**src/dcp_pkg.sv**
```systemverilog
// divider channel phase control: shared types and constants
// assumes one 200 MHz clock domain (sys_clk) for the whole block
package dcp_pkg;
    localparam int          DCP_NCH      = 14;       // output channels
    localparam logic [3:0]  DCP_LAUNCH_CYC = 4'h4;   // input cycles from start phase to stream
    localparam logic [11:0] DCP_SLIP_ONE = 12'h001;  // single slip amount
    localparam logic [1:0]  DCP_ASYNC    = 2'h0;     // launch behaviour codes
    localparam logic [1:0]  DCP_DYNAMIC  = 2'h3;
    localparam logic [1:0]  DCP_PIN_NONE = 2'h0;     // pin function codes
    localparam logic [1:0]  DCP_PIN_SLIP = 2'h1;
    localparam logic [1:0]  DCP_PIN_SYNC = 2'h2;
    localparam logic [1:0]  DCP_PIN_PULSE = 2'h3;

    // sequencer states, one-hot
    typedef enum logic [4:0] {
        DCP_IDLE   = 5'h01,
        DCP_ENA    = 5'h02,
        DCP_RST    = 5'h04,
        DCP_LAUNCH = 5'h08,
        DCP_RUN    = 5'h10
    } dcp_fsm_e;

    // per-channel configuration
    typedef struct packed {
        logic        enable;
        logic        slip_accept;
        logic        realign_accept;
        logic [1:0]  launch;
        logic        buf_follow;
        logic        idle_low;
        logic        repeat_en;
        logic [11:0] repeat_cnt;
        logic [11:0] divide;
    } dcp_cfg_s;

    // per-channel running state
    typedef struct packed {
        logic [11:0] cnt;
        logic [11:0] slip_left;
        logic        pwr;
        logic        held;
        logic        out;
        logic        buf_en;
        logic        idle_float;
    } dcp_ch_s;

    localparam dcp_ch_s DCP_CH_RST = '0;
endpackage : dcp_pkg

```
**src/dcp_channel_ctrl.sv**
```systemverilog
// divider channel phase control: realign, slip, launch and pulse trains
// assumes trigger inputs synchronous to sys_clk; spi requests are one-cycle pulses
//
// Summary of operation
// - slip-accepting channels slip on spi, pin, and repeat-shift auto starts.
// - realign-accepting channels rephase on spi, pin or multi-chip realign events.
// - realign-accept changes sensitivity only, never the running divider.
// - launch 00 starts freely, rephased later only if realign-accept set.
// - launch 11 powers up before train, rephases at start, powers down after.
// - pulse mode buffer enable follows channel enable or divider power.
// - idle pulse channel with buffer on: drive low or float.
// - repeat-shift uses its count and auto starts after realign or train start.
// - with repeat-shift each slip repeats count times, one input cycle each.
// - slips take cycles; alarm raised when all phase work finished.
// - shared 12-bit period timer sequences enable, reset, start, disable.
// - pulse trains last timer periods less the launch cycles, not channel periods.
// - pulse stream starts fixed input cycles after the start phase.
// - stopping a stream forces the output low straight from the sequencer.
// - channel with enable 0 is off whatever else is set.
`timescale 1ns/10ps
`default_nettype none
module dcp_channel_ctrl
    import dcp_pkg::*;
(
    input  wire logic                 sys_clk,
    input  wire logic                 rstn,
    input  wire logic                 soft_restart,
    input  wire logic                 spi_slip_req,
    input  wire logic                 spi_sync_req,
    input  wire logic                 spi_pulse_req,
    input  wire logic                 general_input_pin,
    input  wire logic [1:0]           pin_function,
    input  wire logic                 multi_chip_realign,
    input  wire logic [11:0]          reference_period_count,
    input  wire logic [7:0]           pulse_periods,
    input  wire dcp_cfg_s             chan_cfg [DCP_NCH],
    output logic [DCP_NCH-1:0]        chan_out,
    output logic [DCP_NCH-1:0]        buf_en,
    output logic [DCP_NCH-1:0]        idle_float,
    output logic                      phase_done
);

    typedef struct packed {
        dcp_fsm_e                fsm;
        logic [11:0]             tmr;
        logic [7:0]              periods;
        logic [3:0]              launch_cnt;
        logic                    pend_sync;
        logic                    pend_pulse;
        logic                    is_pulse;
        logic                    pin_q;
        logic                    mcr_q;
        logic                    done;
        dcp_ch_s [DCP_NCH-1:0]   ch;
    } dcp_state_s;

    localparam dcp_state_s ST_RST = '{fsm: DCP_IDLE, ch: '{default: DCP_CH_RST}, default: '0};

    dcp_state_s st_r;
    dcp_state_s st_nxt;

    // channel is live and set for dynamic launch
    function automatic logic is_dyn(input dcp_cfg_s c);
        return c.enable && (c.launch == DCP_DYNAMIC);
    endfunction : is_dyn

    // slip amount: repeat count or a single cycle
    function automatic logic [11:0] slip_amt(input dcp_cfg_s c);
        return c.repeat_en ? c.repeat_cnt : DCP_SLIP_ONE;
    endfunction : slip_amt

    // next state of the whole block
    always_comb begin
        logic tick;
        logic pin_rise;
        logic slip_ev;
        logic sync_ev;
        logic pulse_ev;
        logic rephase;
        logic released;
        logic train_end;
        logic busy;
        logic [11:0] half;
        st_nxt    = st_r;
        tick      = (st_r.tmr >= reference_period_count - 12'h001) || (reference_period_count == 12'h000);
        pin_rise  = general_input_pin && !st_r.pin_q;
        slip_ev   = spi_slip_req || (pin_rise && pin_function == DCP_PIN_SLIP);
        sync_ev   = spi_sync_req || (pin_rise && pin_function == DCP_PIN_SYNC)
                    || (multi_chip_realign && !st_r.mcr_q);
        pulse_ev  = spi_pulse_req || (pin_rise && pin_function == DCP_PIN_PULSE);
        rephase   = 1'b0;
        released  = 1'b0;
        train_end = 1'b0;
        busy      = 1'b0;
        half      = 12'h000;
        st_nxt.pin_q = general_input_pin;
        st_nxt.mcr_q = multi_chip_realign;

        // shared reference period timer
        st_nxt.tmr = tick ? 12'h000 : st_r.tmr + 12'h001;
        st_nxt.pend_sync  = st_r.pend_sync || sync_ev;
        st_nxt.pend_pulse = st_r.pend_pulse || pulse_ev;

        // sequencer, steps on timer ticks; launch counts input cycles
        case (st_r.fsm)
            DCP_IDLE: begin
                if (tick && (st_r.pend_sync || st_r.pend_pulse)) begin
                    st_nxt.is_pulse   = st_r.pend_pulse;
                    st_nxt.pend_sync  = sync_ev;
                    st_nxt.pend_pulse = pulse_ev;
                    st_nxt.fsm        = DCP_ENA;
                end
            end
            DCP_ENA: if (tick) st_nxt.fsm = DCP_RST;
            DCP_RST: begin
                rephase = 1'b1;
                if (tick) begin
                    st_nxt.launch_cnt = DCP_LAUNCH_CYC;
                    st_nxt.fsm        = DCP_LAUNCH;
                end
            end
            DCP_LAUNCH: begin
                rephase = 1'b1;
                st_nxt.launch_cnt = st_r.launch_cnt - 4'h1;
                if (st_r.launch_cnt == 4'h1) begin
                    released       = 1'b1;
                    st_nxt.periods = pulse_periods;
                    st_nxt.fsm     = st_r.is_pulse && pulse_periods != 8'h00 ? DCP_RUN : DCP_IDLE;
                    train_end      = !(st_r.is_pulse && pulse_periods != 8'h00);
                end
            end
            DCP_RUN: begin
                if (tick) begin
                    st_nxt.periods = st_r.periods - 8'h01;
                    if (st_r.periods == 8'h01) begin
                        st_nxt.fsm = DCP_IDLE;
                        train_end  = 1'b1;
                    end
                end
            end
            default: st_nxt.fsm = DCP_IDLE;
        endcase

        // per-channel divider, slip and output control
        for (int i = 0; i < DCP_NCH; i++) begin
            half = chan_cfg[i].divide >> 1;
            // divider power: async follows enable, dynamic follows trains
            if (!chan_cfg[i].enable) begin
                st_nxt.ch[i].pwr = 1'b0;
            end else if (!is_dyn(chan_cfg[i])) begin
                st_nxt.ch[i].pwr = 1'b1;
            end else if (st_r.fsm == DCP_ENA && st_r.is_pulse) begin
                st_nxt.ch[i].pwr = 1'b1;
            end else if (train_end && st_r.is_pulse) begin
                st_nxt.ch[i].pwr = 1'b0;
            end
            // phase reset held from reset phase to launch release
            if (rephase && (chan_cfg[i].realign_accept || (is_dyn(chan_cfg[i]) && st_r.is_pulse))) begin
                st_nxt.ch[i].held = 1'b1;
            end
            if (released) begin
                st_nxt.ch[i].held = 1'b0;
            end
            // slip loading: broadcast, or auto after realign or train start
            if (chan_cfg[i].enable && chan_cfg[i].slip_accept) begin
                if (slip_ev) begin
                    st_nxt.ch[i].slip_left = slip_amt(chan_cfg[i]);
                end else if (released && st_r.ch[i].held && chan_cfg[i].repeat_en) begin
                    st_nxt.ch[i].slip_left = chan_cfg[i].repeat_cnt;
                end
            end
            // divider count
            if (!chan_cfg[i].enable || !st_r.ch[i].pwr || st_r.ch[i].held) begin
                st_nxt.ch[i].cnt = 12'h000;
            end else if (st_r.ch[i].slip_left != 12'h000 && !slip_ev) begin
                st_nxt.ch[i].slip_left = st_r.ch[i].slip_left - 12'h001;
                st_nxt.ch[i].cnt       = st_r.ch[i].cnt;
            end else if (st_r.ch[i].cnt >= chan_cfg[i].divide - 12'h001) begin
                st_nxt.ch[i].cnt = 12'h000;
            end else begin
                st_nxt.ch[i].cnt = st_r.ch[i].cnt + 12'h001;
            end
            // output: high half of the period; dynamic gated by sequencer
            st_nxt.ch[i].out = chan_cfg[i].enable && st_r.ch[i].pwr && !st_r.ch[i].held
                               && (st_r.ch[i].cnt < half)
                               && !(is_dyn(chan_cfg[i]) && st_nxt.fsm != DCP_RUN);
            // buffer enable
            st_nxt.ch[i].buf_en = chan_cfg[i].enable
                                  && !(is_dyn(chan_cfg[i]) && chan_cfg[i].buf_follow
                                       && !st_nxt.ch[i].pwr);
            // idle level outside trains
            st_nxt.ch[i].idle_float = is_dyn(chan_cfg[i]) && st_nxt.ch[i].buf_en
                                      && st_nxt.fsm != DCP_RUN && !chan_cfg[i].idle_low;
            if (st_nxt.ch[i].slip_left != 12'h000 || st_nxt.ch[i].held) begin
                busy = 1'b1;
            end
        end

        // all phase work finished alarm
        st_nxt.done = !busy && st_nxt.fsm == DCP_IDLE && !st_nxt.pend_sync
                      && !st_nxt.pend_pulse;
    end

    // state register, restart acts as reset
    always_ff @(posedge sys_clk) begin
        if (!rstn || soft_restart) begin
            st_r <= ST_RST;
        end else begin
            st_r <= st_nxt;
        end
    end

    // outputs straight from state flops
    always_comb begin
        for (int i = 0; i < DCP_NCH; i++) begin
            chan_out[i]   = st_r.ch[i].out;
            buf_en[i]     = st_r.ch[i].buf_en;
            idle_float[i] = st_r.ch[i].idle_float;
        end
        phase_done = st_r.done;
    end

endmodule : dcp_channel_ctrl
`default_nettype wire

```
**config.mk**
```make
export PLATFORM = sky130hd
export DESIGN_NAME = dcp_channel_ctrl
export DESIGN_NICKNAME = d
export VERILOG_FILES = /design/src/dcp_pkg.sv /design/src/dcp_channel_ctrl.sv
export SDC_FILE = /design/constraint.sdc
export NUM_CORES = 2
export LEC_CHECK = 0
export BUFFER_PORTS_ARGS = -buffer_cell sky130_fd_sc_hd__buf_4
export CORE_MARGIN = 4
export CORE_UTILIZATION = 30
export DETAILED_ROUTE_END_ITERATION = 8
export HOLD_SLACK_MARGIN = 0.03
export MAX_ROUTING_LAYER = met4
export PLACE_DENSITY_LB_ADDON = 0.3
export SYNTH_ARGS = -nofsm -noshare
export SYNTH_HDL_FRONTEND = slang
export SYNTH_SLANG_ARGS = --single-unit
```
**constraint.sdc**
```tcl
create_clock -name sys_clk -period 4.3 [get_ports sys_clk]
set_input_delay 0.86 -clock sys_clk [delete_from_list [all_inputs] [get_ports sys_clk]]
set_output_delay 0.86 -clock sys_clk [all_outputs]
set_load 0.02 [all_outputs]
```
Yosys cells after proc, flatten, opt, wreduce, memory -nomap -nowiden
Cells that the tools add are included.
{ "op_classes": {"addsub": 46, "mul": 0, "n_div": 0, "n_lt_le_gt_ge": 29, "n_eq_ne": 29, "shift": 0, "muxes": 218, "bitwise": 0, "n_reduce_logical": 486} }
{ "ops": {"columns": ["cell", "n"], "rows": [
  ["2-to-1 mux 12 bit", 98],
  ["subtractor 12 x 1 -> 12 bit (second input constant)", 29],
  ["nonzero test 12 bit", 28],
  ["logical AND 1 bit", 264],
  ["adder 12 x 1 -> 12 bit (second input constant)", 15],
  ["greater-or-equal comparator 12 bit", 15],
  ["less-than comparator 12 x 11 -> 1 bit", 14],
  ["logical NOT 1 bit", 106],
  ["2-to-1 mux 1 bit", 104],
  ["logical OR 1 bit", 65],
  ["2-to-1 mux 5 bit", 7],
  ["equality test 2 bit (second input constant)", 16],
  ["OR reduction 2 bit", 16],
  ["one-hot mux 5 bit (5 select lines)", 1],
  ["2-to-1 mux 8 bit", 2],
  ["one-hot mux 8 bit (2 select lines)", 1],
  ["logical NOT 12 bit", 1],
  ["equality test 5 x 1 -> 1 bit (second input constant)", 2],
  ["equality test 8 x 1 -> 1 bit (second input constant)", 1],
  ["one-hot mux 4 bit (2 select lines)", 1],
  ["nonzero test 8 bit", 1],
  ["subtractor 8 x 1 -> 8 bit (second input constant)", 1],
  ["2-to-1 mux 3 bit", 2],
  ["inequality test 2 bit (second input constant)", 3],
  ["other kinds (13)", 15]
]} }
{ "word_totals": {"regBits": 441, "latch_bits": 0, "ramBits": 0, "romBits": 0, "in_bits": 478, "output_inout_bits": 43, "mem_count": 0} }

Depth between registers and ports, before layout
{ "logic_depth": {"ltp_word": 30, "depth_mapped": 17, "ltp_nobuf": 16} }

Worst setup path after synthesis
No wires, ideal clock.
{ "synth_path": {"path_type": "input port to flip-flop", "from": "input port reference_period_count[4]", "to": "register st_r, in the netlist phase_done", "arrival_ps": 3597, "required_ps": 4212, "path_slack_ps": 615, "cell_stages": 14, "cell_sequence": "nor3_1 and3_1 xnor2_1 ha_1 a211o_1 o211ai_1 a21oi_1 a211oi_1 o211a_1 nor2_1 o21ai_0 nor2_1 or4_1 nor4_2"} }
{ "synth_between": {"elab_chain_len": 10, "elab_cells_between_ends": 18, "classes_between": "1 x add/sub; 1 x order compare; 1 x eq/ne; 7 x mux; 8 x reduce/logical"} }
{ "synth_lines": {"columns": ["element", "line", "rtl"], "rows": [
  ["from (decl)", "dcp_channel_ctrl.sv:34", "input wire logic [11:0] reference_period_count,"],
  ["subtractor 12 x 1 -> 12 bit", "dcp_channel_ctrl.sv:85", "tick = (st_r.tmr >= reference_period_count - 12'h001) || (reference_period_count == 12'h000);"],
  ["greater-or-equal comparator 12 bit", "dcp_channel_ctrl.sv:85", null],
  ["logical OR 1 bit (*)", "dcp_channel_ctrl.sv:85", null],
  ["logical AND 1 bit", "dcp_channel_ctrl.sv:107", "if (tick && (st_r.pend_sync || st_r.pend_pulse)) begin"],
  ["2-to-1 mux 5 bit", "dcp_channel_ctrl.sv:107", null],
  ["one-hot mux 5 bit (5 select lines)", "dcp_channel_ctrl.sv:105", "case (st_r.fsm)"],
  ["equality test 5 x 1 -> 1 bit", "dcp_channel_ctrl.sv:200", "st_nxt.done = !busy && st_nxt.fsm == DCP_IDLE && !st_nxt.pend_sync"],
  ["logical AND 1 bit (2 in a row)", "dcp_channel_ctrl.sv:200", null],
  ["logical AND 1 bit (*)", "dcp_channel_ctrl.sv:201", "&& !st_nxt.pend_pulse;"],
  ["to (signal assigned)", "dcp_channel_ctrl.sv:209", "st_r <= st_nxt;"],
  ["to (decl)", "dcp_channel_ctrl.sv:59", "dcp_state_s st_r;"]
]} }
Every way passes the cells marked *; elsewhere a longest branch is shown, timed or not.
A chain may end at the register's enable or synchronous reset.

Worst setup path in the final report
{ "layout_path": {"from": "register st_r[412] in the netlist's numbering", "to": "register st_r, in the netlist phase_done"} }
{ "layout_between": {"elab_chain_len": 30, "elab_cells_between_ends": 164, "classes_between": "2 x eq/ne; 102 x mux; 60 x reduce/logical"} }
{ "layout_lines": {"columns": ["element", "line", "rtl"], "rows": [
  ["equality test 4 x 1 -> 1 bit (*)", "dcp_channel_ctrl.sv:125", "if (st_r.launch_cnt == 4'h1) begin"],
  ["2-to-1 mux 1 bit", "dcp_channel_ctrl.sv:125", null],
  ["2-to-1 mux 1 bit", "dcp_channel_ctrl.sv:105", null],
  ["logical AND 1 bit (2 in a row)", "dcp_channel_ctrl.sv:168", "end else if (released && st_r.ch[i].held && chan_cfg[i].repeat_en) begin"],
  ["2-to-1 mux 12 bit", "dcp_channel_ctrl.sv:168", null],
  ["2-to-1 mux 12 bit", "dcp_channel_ctrl.sv:166", "if (slip_ev) begin"],
  ["2-to-1 mux 12 bit", "dcp_channel_ctrl.sv:165", "if (chan_cfg[i].enable && chan_cfg[i].slip_accept) begin"],
  ["2-to-1 mux 12 bit", "dcp_channel_ctrl.sv:175", "end else if (st_r.ch[i].slip_left != 12'h000 && !slip_ev) begin"],
  ["2-to-1 mux 12 bit", "dcp_channel_ctrl.sv:173", "if (!chan_cfg[i].enable || !st_r.ch[i].pwr || st_r.ch[i].held) begin"],
  ["nonzero test 12 bit", "dcp_channel_ctrl.sv:194", "if (st_nxt.ch[i].slip_left != 12'h000 || st_nxt.ch[i].held) begin"],
  ["logical OR 1 bit", "dcp_channel_ctrl.sv:194", null],
  ["2-to-1 mux 1 bit (14 in a row)", "dcp_channel_ctrl.sv:194", null],
  ["logical NOT 1 bit", "dcp_channel_ctrl.sv:200", null],
  ["logical AND 1 bit (*) (2 in a row)", "dcp_channel_ctrl.sv:200", null],
  ["logical AND 1 bit (*)", "dcp_channel_ctrl.sv:201", null]
]} }
Marks and branches as above.

==> flow_metrics.py <==
metrics = {
    "pwr": {
        "intPower_mw": 8.26,
        "power.density_nw_per_um2": 273,
        "peakVddDrop_mv": 0.259,
        "combPwrFrac": 0.160,
        "pwr-share-seq": 0.367,
        "switching_share": 0.275,
        "pwr-share-clk": 0.473,
        "p_leak_nw": 18.7,
        "p_sw_mw": 3.13,
    },
    "sta": {
        "setup_viol": 0,
        "slew_violations": 0,
        "setup_slack_ns": 0.246,
        "fmax_mhz": 247,
        "clock-skew-final_ns": 0.0275,
        "worst_slew_pin_slew_ns": 1.35,
        "finalHoldViolCount": 0,
        "grt_setup_unrepaired": "false",
        "relSlewSlack": 0.0893,
        "min_period_ns": 4.05,
        "fin_crit_sh": 0.943,
    },
    "setup_path": {
        "r2r-start": "st_r[412]",
        "r2r-end": "phase_done",
        "slowest_stage": "or4_1",
        "r2r_setup_slack_ns": 0.25,
        "cp_data_arrival_time_ns": 4.62,
        "cp.buffers_inverters": 1,
        "crit_family": "simple AND/OR/NAND/NOR gates",
        "critPathMaxFanout": 13,
        "crit_chain": "ha_1 > nor3b_2 > nand3_2 > buf_4 > o21ai_0 > nand4_1 > or4_1 > or4_1 > nor4_1 > nand4_1 > nor4_2",
        "cp-start-kind": "flop",
        "r2r_cells": 11,
        "worstPathRequired_ns": 4.87,
        "critPathCaptureType": "flop",
        "startpoint": "st_r[412]",
        "crit_type": "flop to flop",
        "critPathMaxStageDelay_ns": 0.67,
    },
    "yosys": {
        "syn_area_sq_um": 33100,
        "muxShareOfSynthArea": 0.00409,
        "ys_types": 87,
        "synth-xor-area-share": 0.0813,
        "synth-seq-cells": 441,
        "synth-simple-area-share": 0.264,
        "synth_nets": 5088,
        "synth_seq_area_share": 0.267,
        "synthCells": 4227,
        "async_flop_share": 0,
        "synth_edf_count": 0,
        "synth_fa_ha_area_frac": 0.145,
        "yosys_most_used_dff": "dfxtp_1",
        "synth-compound-area-share": 0.186,
        "synth_top_family_by_area": "simple AND/OR/NAND/NOR gates",
        "syn_area_per_cell_sq_um": 7.82,
        "ys_warn_count": 0,
    },
    "clock_tree": {
        "clkTransAtPathRegs_ns": 0.06,
        "clk_latency_ns": 0.66,
        "ctsResizeCount": 0,
        "hold_buffers": 0,
        "cts_htree_levels": 2,
        "cts_tree": "built",
        "cts_sinks": 441,
        "cts_root_buf": "clkbuf_16",
        "cts_setup_buffers": 0,
        "cts_inserted_buffers": 57,
        "clock_path_buffers": 3,
    },
    "floorplan": {
        "core_area_sq_um": 109000,
        "die_w_microns": 340,
        "die-height_microns": 340,
        "initial_core_util": 0.303,
        "rows": 121,
        "pin_count": 521,
        "die_area_sq_um": 116000,
    },
    "placement": {
        "dp_cells": 6246,
        "gp_congestion": 0.965,
        "dp_hpwl_microns": 113000,
        "port_buffers": 520,
        "dp_slack_ns": -0.00710,
    },
    "grt": {
        "grt_overflow": 0,
        "grt_pass1_wl_microns": 200000,
        "antenna_found_initial": 22,
        "grt_util_all_layers": 0.232,
        "grt_pass1_vias": 32100,
        "grt_max_degree": 120,
    },
    "detailed_routing": {
        "routed_wl_microns": 137000,
        "final_antenna_net_count": 0,
        "drt_drc_violations_left": 0,
        "drt_pre_antenna_iters": 9,
        "routedWlPerCell_microns": 21.5,
        "wl_met3_microns": 11200,
        "top_layer": "met4",
        "vias": 33700,
        "wl_met2_microns": 60100,
        "vias_per_cell": 5.29,
        "drtIter0Drc": 2933,
        "wl_met1_microns": 61500,
    },
    "worst_hold_path": {
        "hold_path_end": "idle_float[11]",
        "holdPathStages": 2,
        "hold_class": "primary input to flop",
        "holdCritStartpoint": "chan_cfg[90]",
    },
    "cells_and_area": {
        "instances_no_fill": 6374,
        "layout_commonest_cell": "buf_4",
        "fillerInstances": 11400,
        "area_growth_pct": 26.0,
        "mostFrequentLayoutCells": "679 x buf_4, 584 x nor2_1, 441 x dfxtp_1, 383 x ha_1, 323 x nand2_1",
        "final_net_count": 5690,
        "drive_gt1_frac": 0.171,
    },
    "status": {
        "status": "finished, final reports clean",
    },
    "flow_run": {
        "drv_cap": 0,
    },
}
per-layer routing:
| layer | up-vias | global-route usage |
|---|---|---|
| met4 | 0 | 0.0639 |
| li1 | 16500 | - |
| met3 | 179 | 0.0476 |
| met2 | 1256 | 0.359 |
| met1 | 15800 | 0.306 |
| met5 | - | - |
area by class of cell:
| cell class | instances | area, sq um | area share |
|---|---|---|---|
| multi-input cells | 3373 | 22500 | 0.541 |
| clock buffers | 83 | 1740 | 0.0417 |
| flip-flops and latches | 441 | 8830 | 0.212 |
| well taps | 1476 | 1850 | 0.0443 |
| diodes | 20 | 50.0 | 0.00120 |
| clock inverters | 25 | 368 | 0.00883 |
| inverters | 269 | 1010 | 0.0242 |
| repair buffers | 687 | 5260 | 0.126 |
synthesized netlist by cell type, types with 14 or more instances:
| library cell | n | area [sq um] |
|---|---|---|
| a221oi_1 | 48 | 420 |
| o311a_1 | 18 | 180 |
| a41oi_1 | 19 | 166 |
| o31ai_1 | 15 | 113 |
| inv_1 | 269 | 1010 |
| or2_2 | 21 | 131 |
| nand3_1 | 131 | 656 |
| buf_4 | 42 | 315 |
| ha_1 | 383 | 4790 |
| clkbuf_1 | 88 | 330 |
| nand4b_1 | 21 | 184 |
| a211oi_1 | 48 | 360 |
| nor3_1 | 142 | 711 |
| o22ai_1 | 18 | 113 |
| nor2_1 | 586 | 2200 |
| or3_1 | 23 | 144 |
| and4_1 | 17 | 149 |
| o21ai_0 | 139 | 696 |
| and2_1 | 43 | 269 |
| or4_1 | 16 | 120 |
| o21a_1 | 17 | 128 |
| a21oi_1 | 222 | 1110 |
| nand4_1 | 117 | 732 |
| dfxtp_1 | 441 | 8830 |
| o211ai_1 | 30 | 225 |
| nor4_1 | 77 | 482 |
| nand2b_1 | 56 | 350 |
| and3_1 | 88 | 551 |
| nor3b_1 | 14 | 105 |
| nand3b_1 | 20 | 150 |
| nand2_1 | 324 | 1220 |
| a31oi_1 | 37 | 231 |
| a21o_1 | 133 | 998 |
| xnor2_1 | 177 | 1550 |
| nor2b_1 | 36 | 225 |
| xor2_1 | 130 | 1140 |
through the flow:
stage,hold WS (ns),TNS [ns],instance area (sq um),utilization,power [mW]
finish,0.378,0,41600,0.382,11.4
global route,0.358,0,41600,0.382,11.8
CTS,0.333,0,41600,0.381,11.5
detailed placement,0.452,-0.00710,39500,0.362,6.07
global placement,0.454,-0.0579,39500,0.362,6.06
floorplan,0.426,0,33100,-,5.12
power groups by stage:
stage / combinational, mW / clock (mW) / sequential (mW)
global route: 1.99 / 5.67 / 4.18
floorplan: 0.877 / 0 / 4.25
global placement: 1.80 / 0 / 4.27
detailed placement: 1.80 / 0 / 4.27
finish: 1.83 / 5.38 / 4.18
CTS: 1.81 / 5.53 / 4.18
registers in the layout, indices dropped and copies added (netlist names):
| signal | flops |
|---|---|
| idle_float | 14 |
| st_r | 398 |
| phase_done | 1 |
| buf_en | 14 |
| chan_out | 14 |
cell families (layout without fill, tap and decap cells):
group / after synthesis / after routing
simple gates: 1769 / 1769
compound gates: 901 / 901
flops: 441 / 441
buf+inv: 413 / 1064
fa+ha+maj: 383 / 383
xor+xnor: 307 / 307
mux: 13 / 13
other cells: 0 / 20
how the worst max path moves through the flow:
stage | slack, ns | end | depth (start not counted)
global placement | -0.06 | phase_done | 12
global route | 0.04 | phase_done | 11
detailed placement | -0.007 | phase_done | 12
floorplan | 0.61 | phase_done | 14
CTS | 0.24 | phase_done | 11
finish | 0.25 | phase_done | 11
No activity file was read; power rests on OpenSTA's default activity.
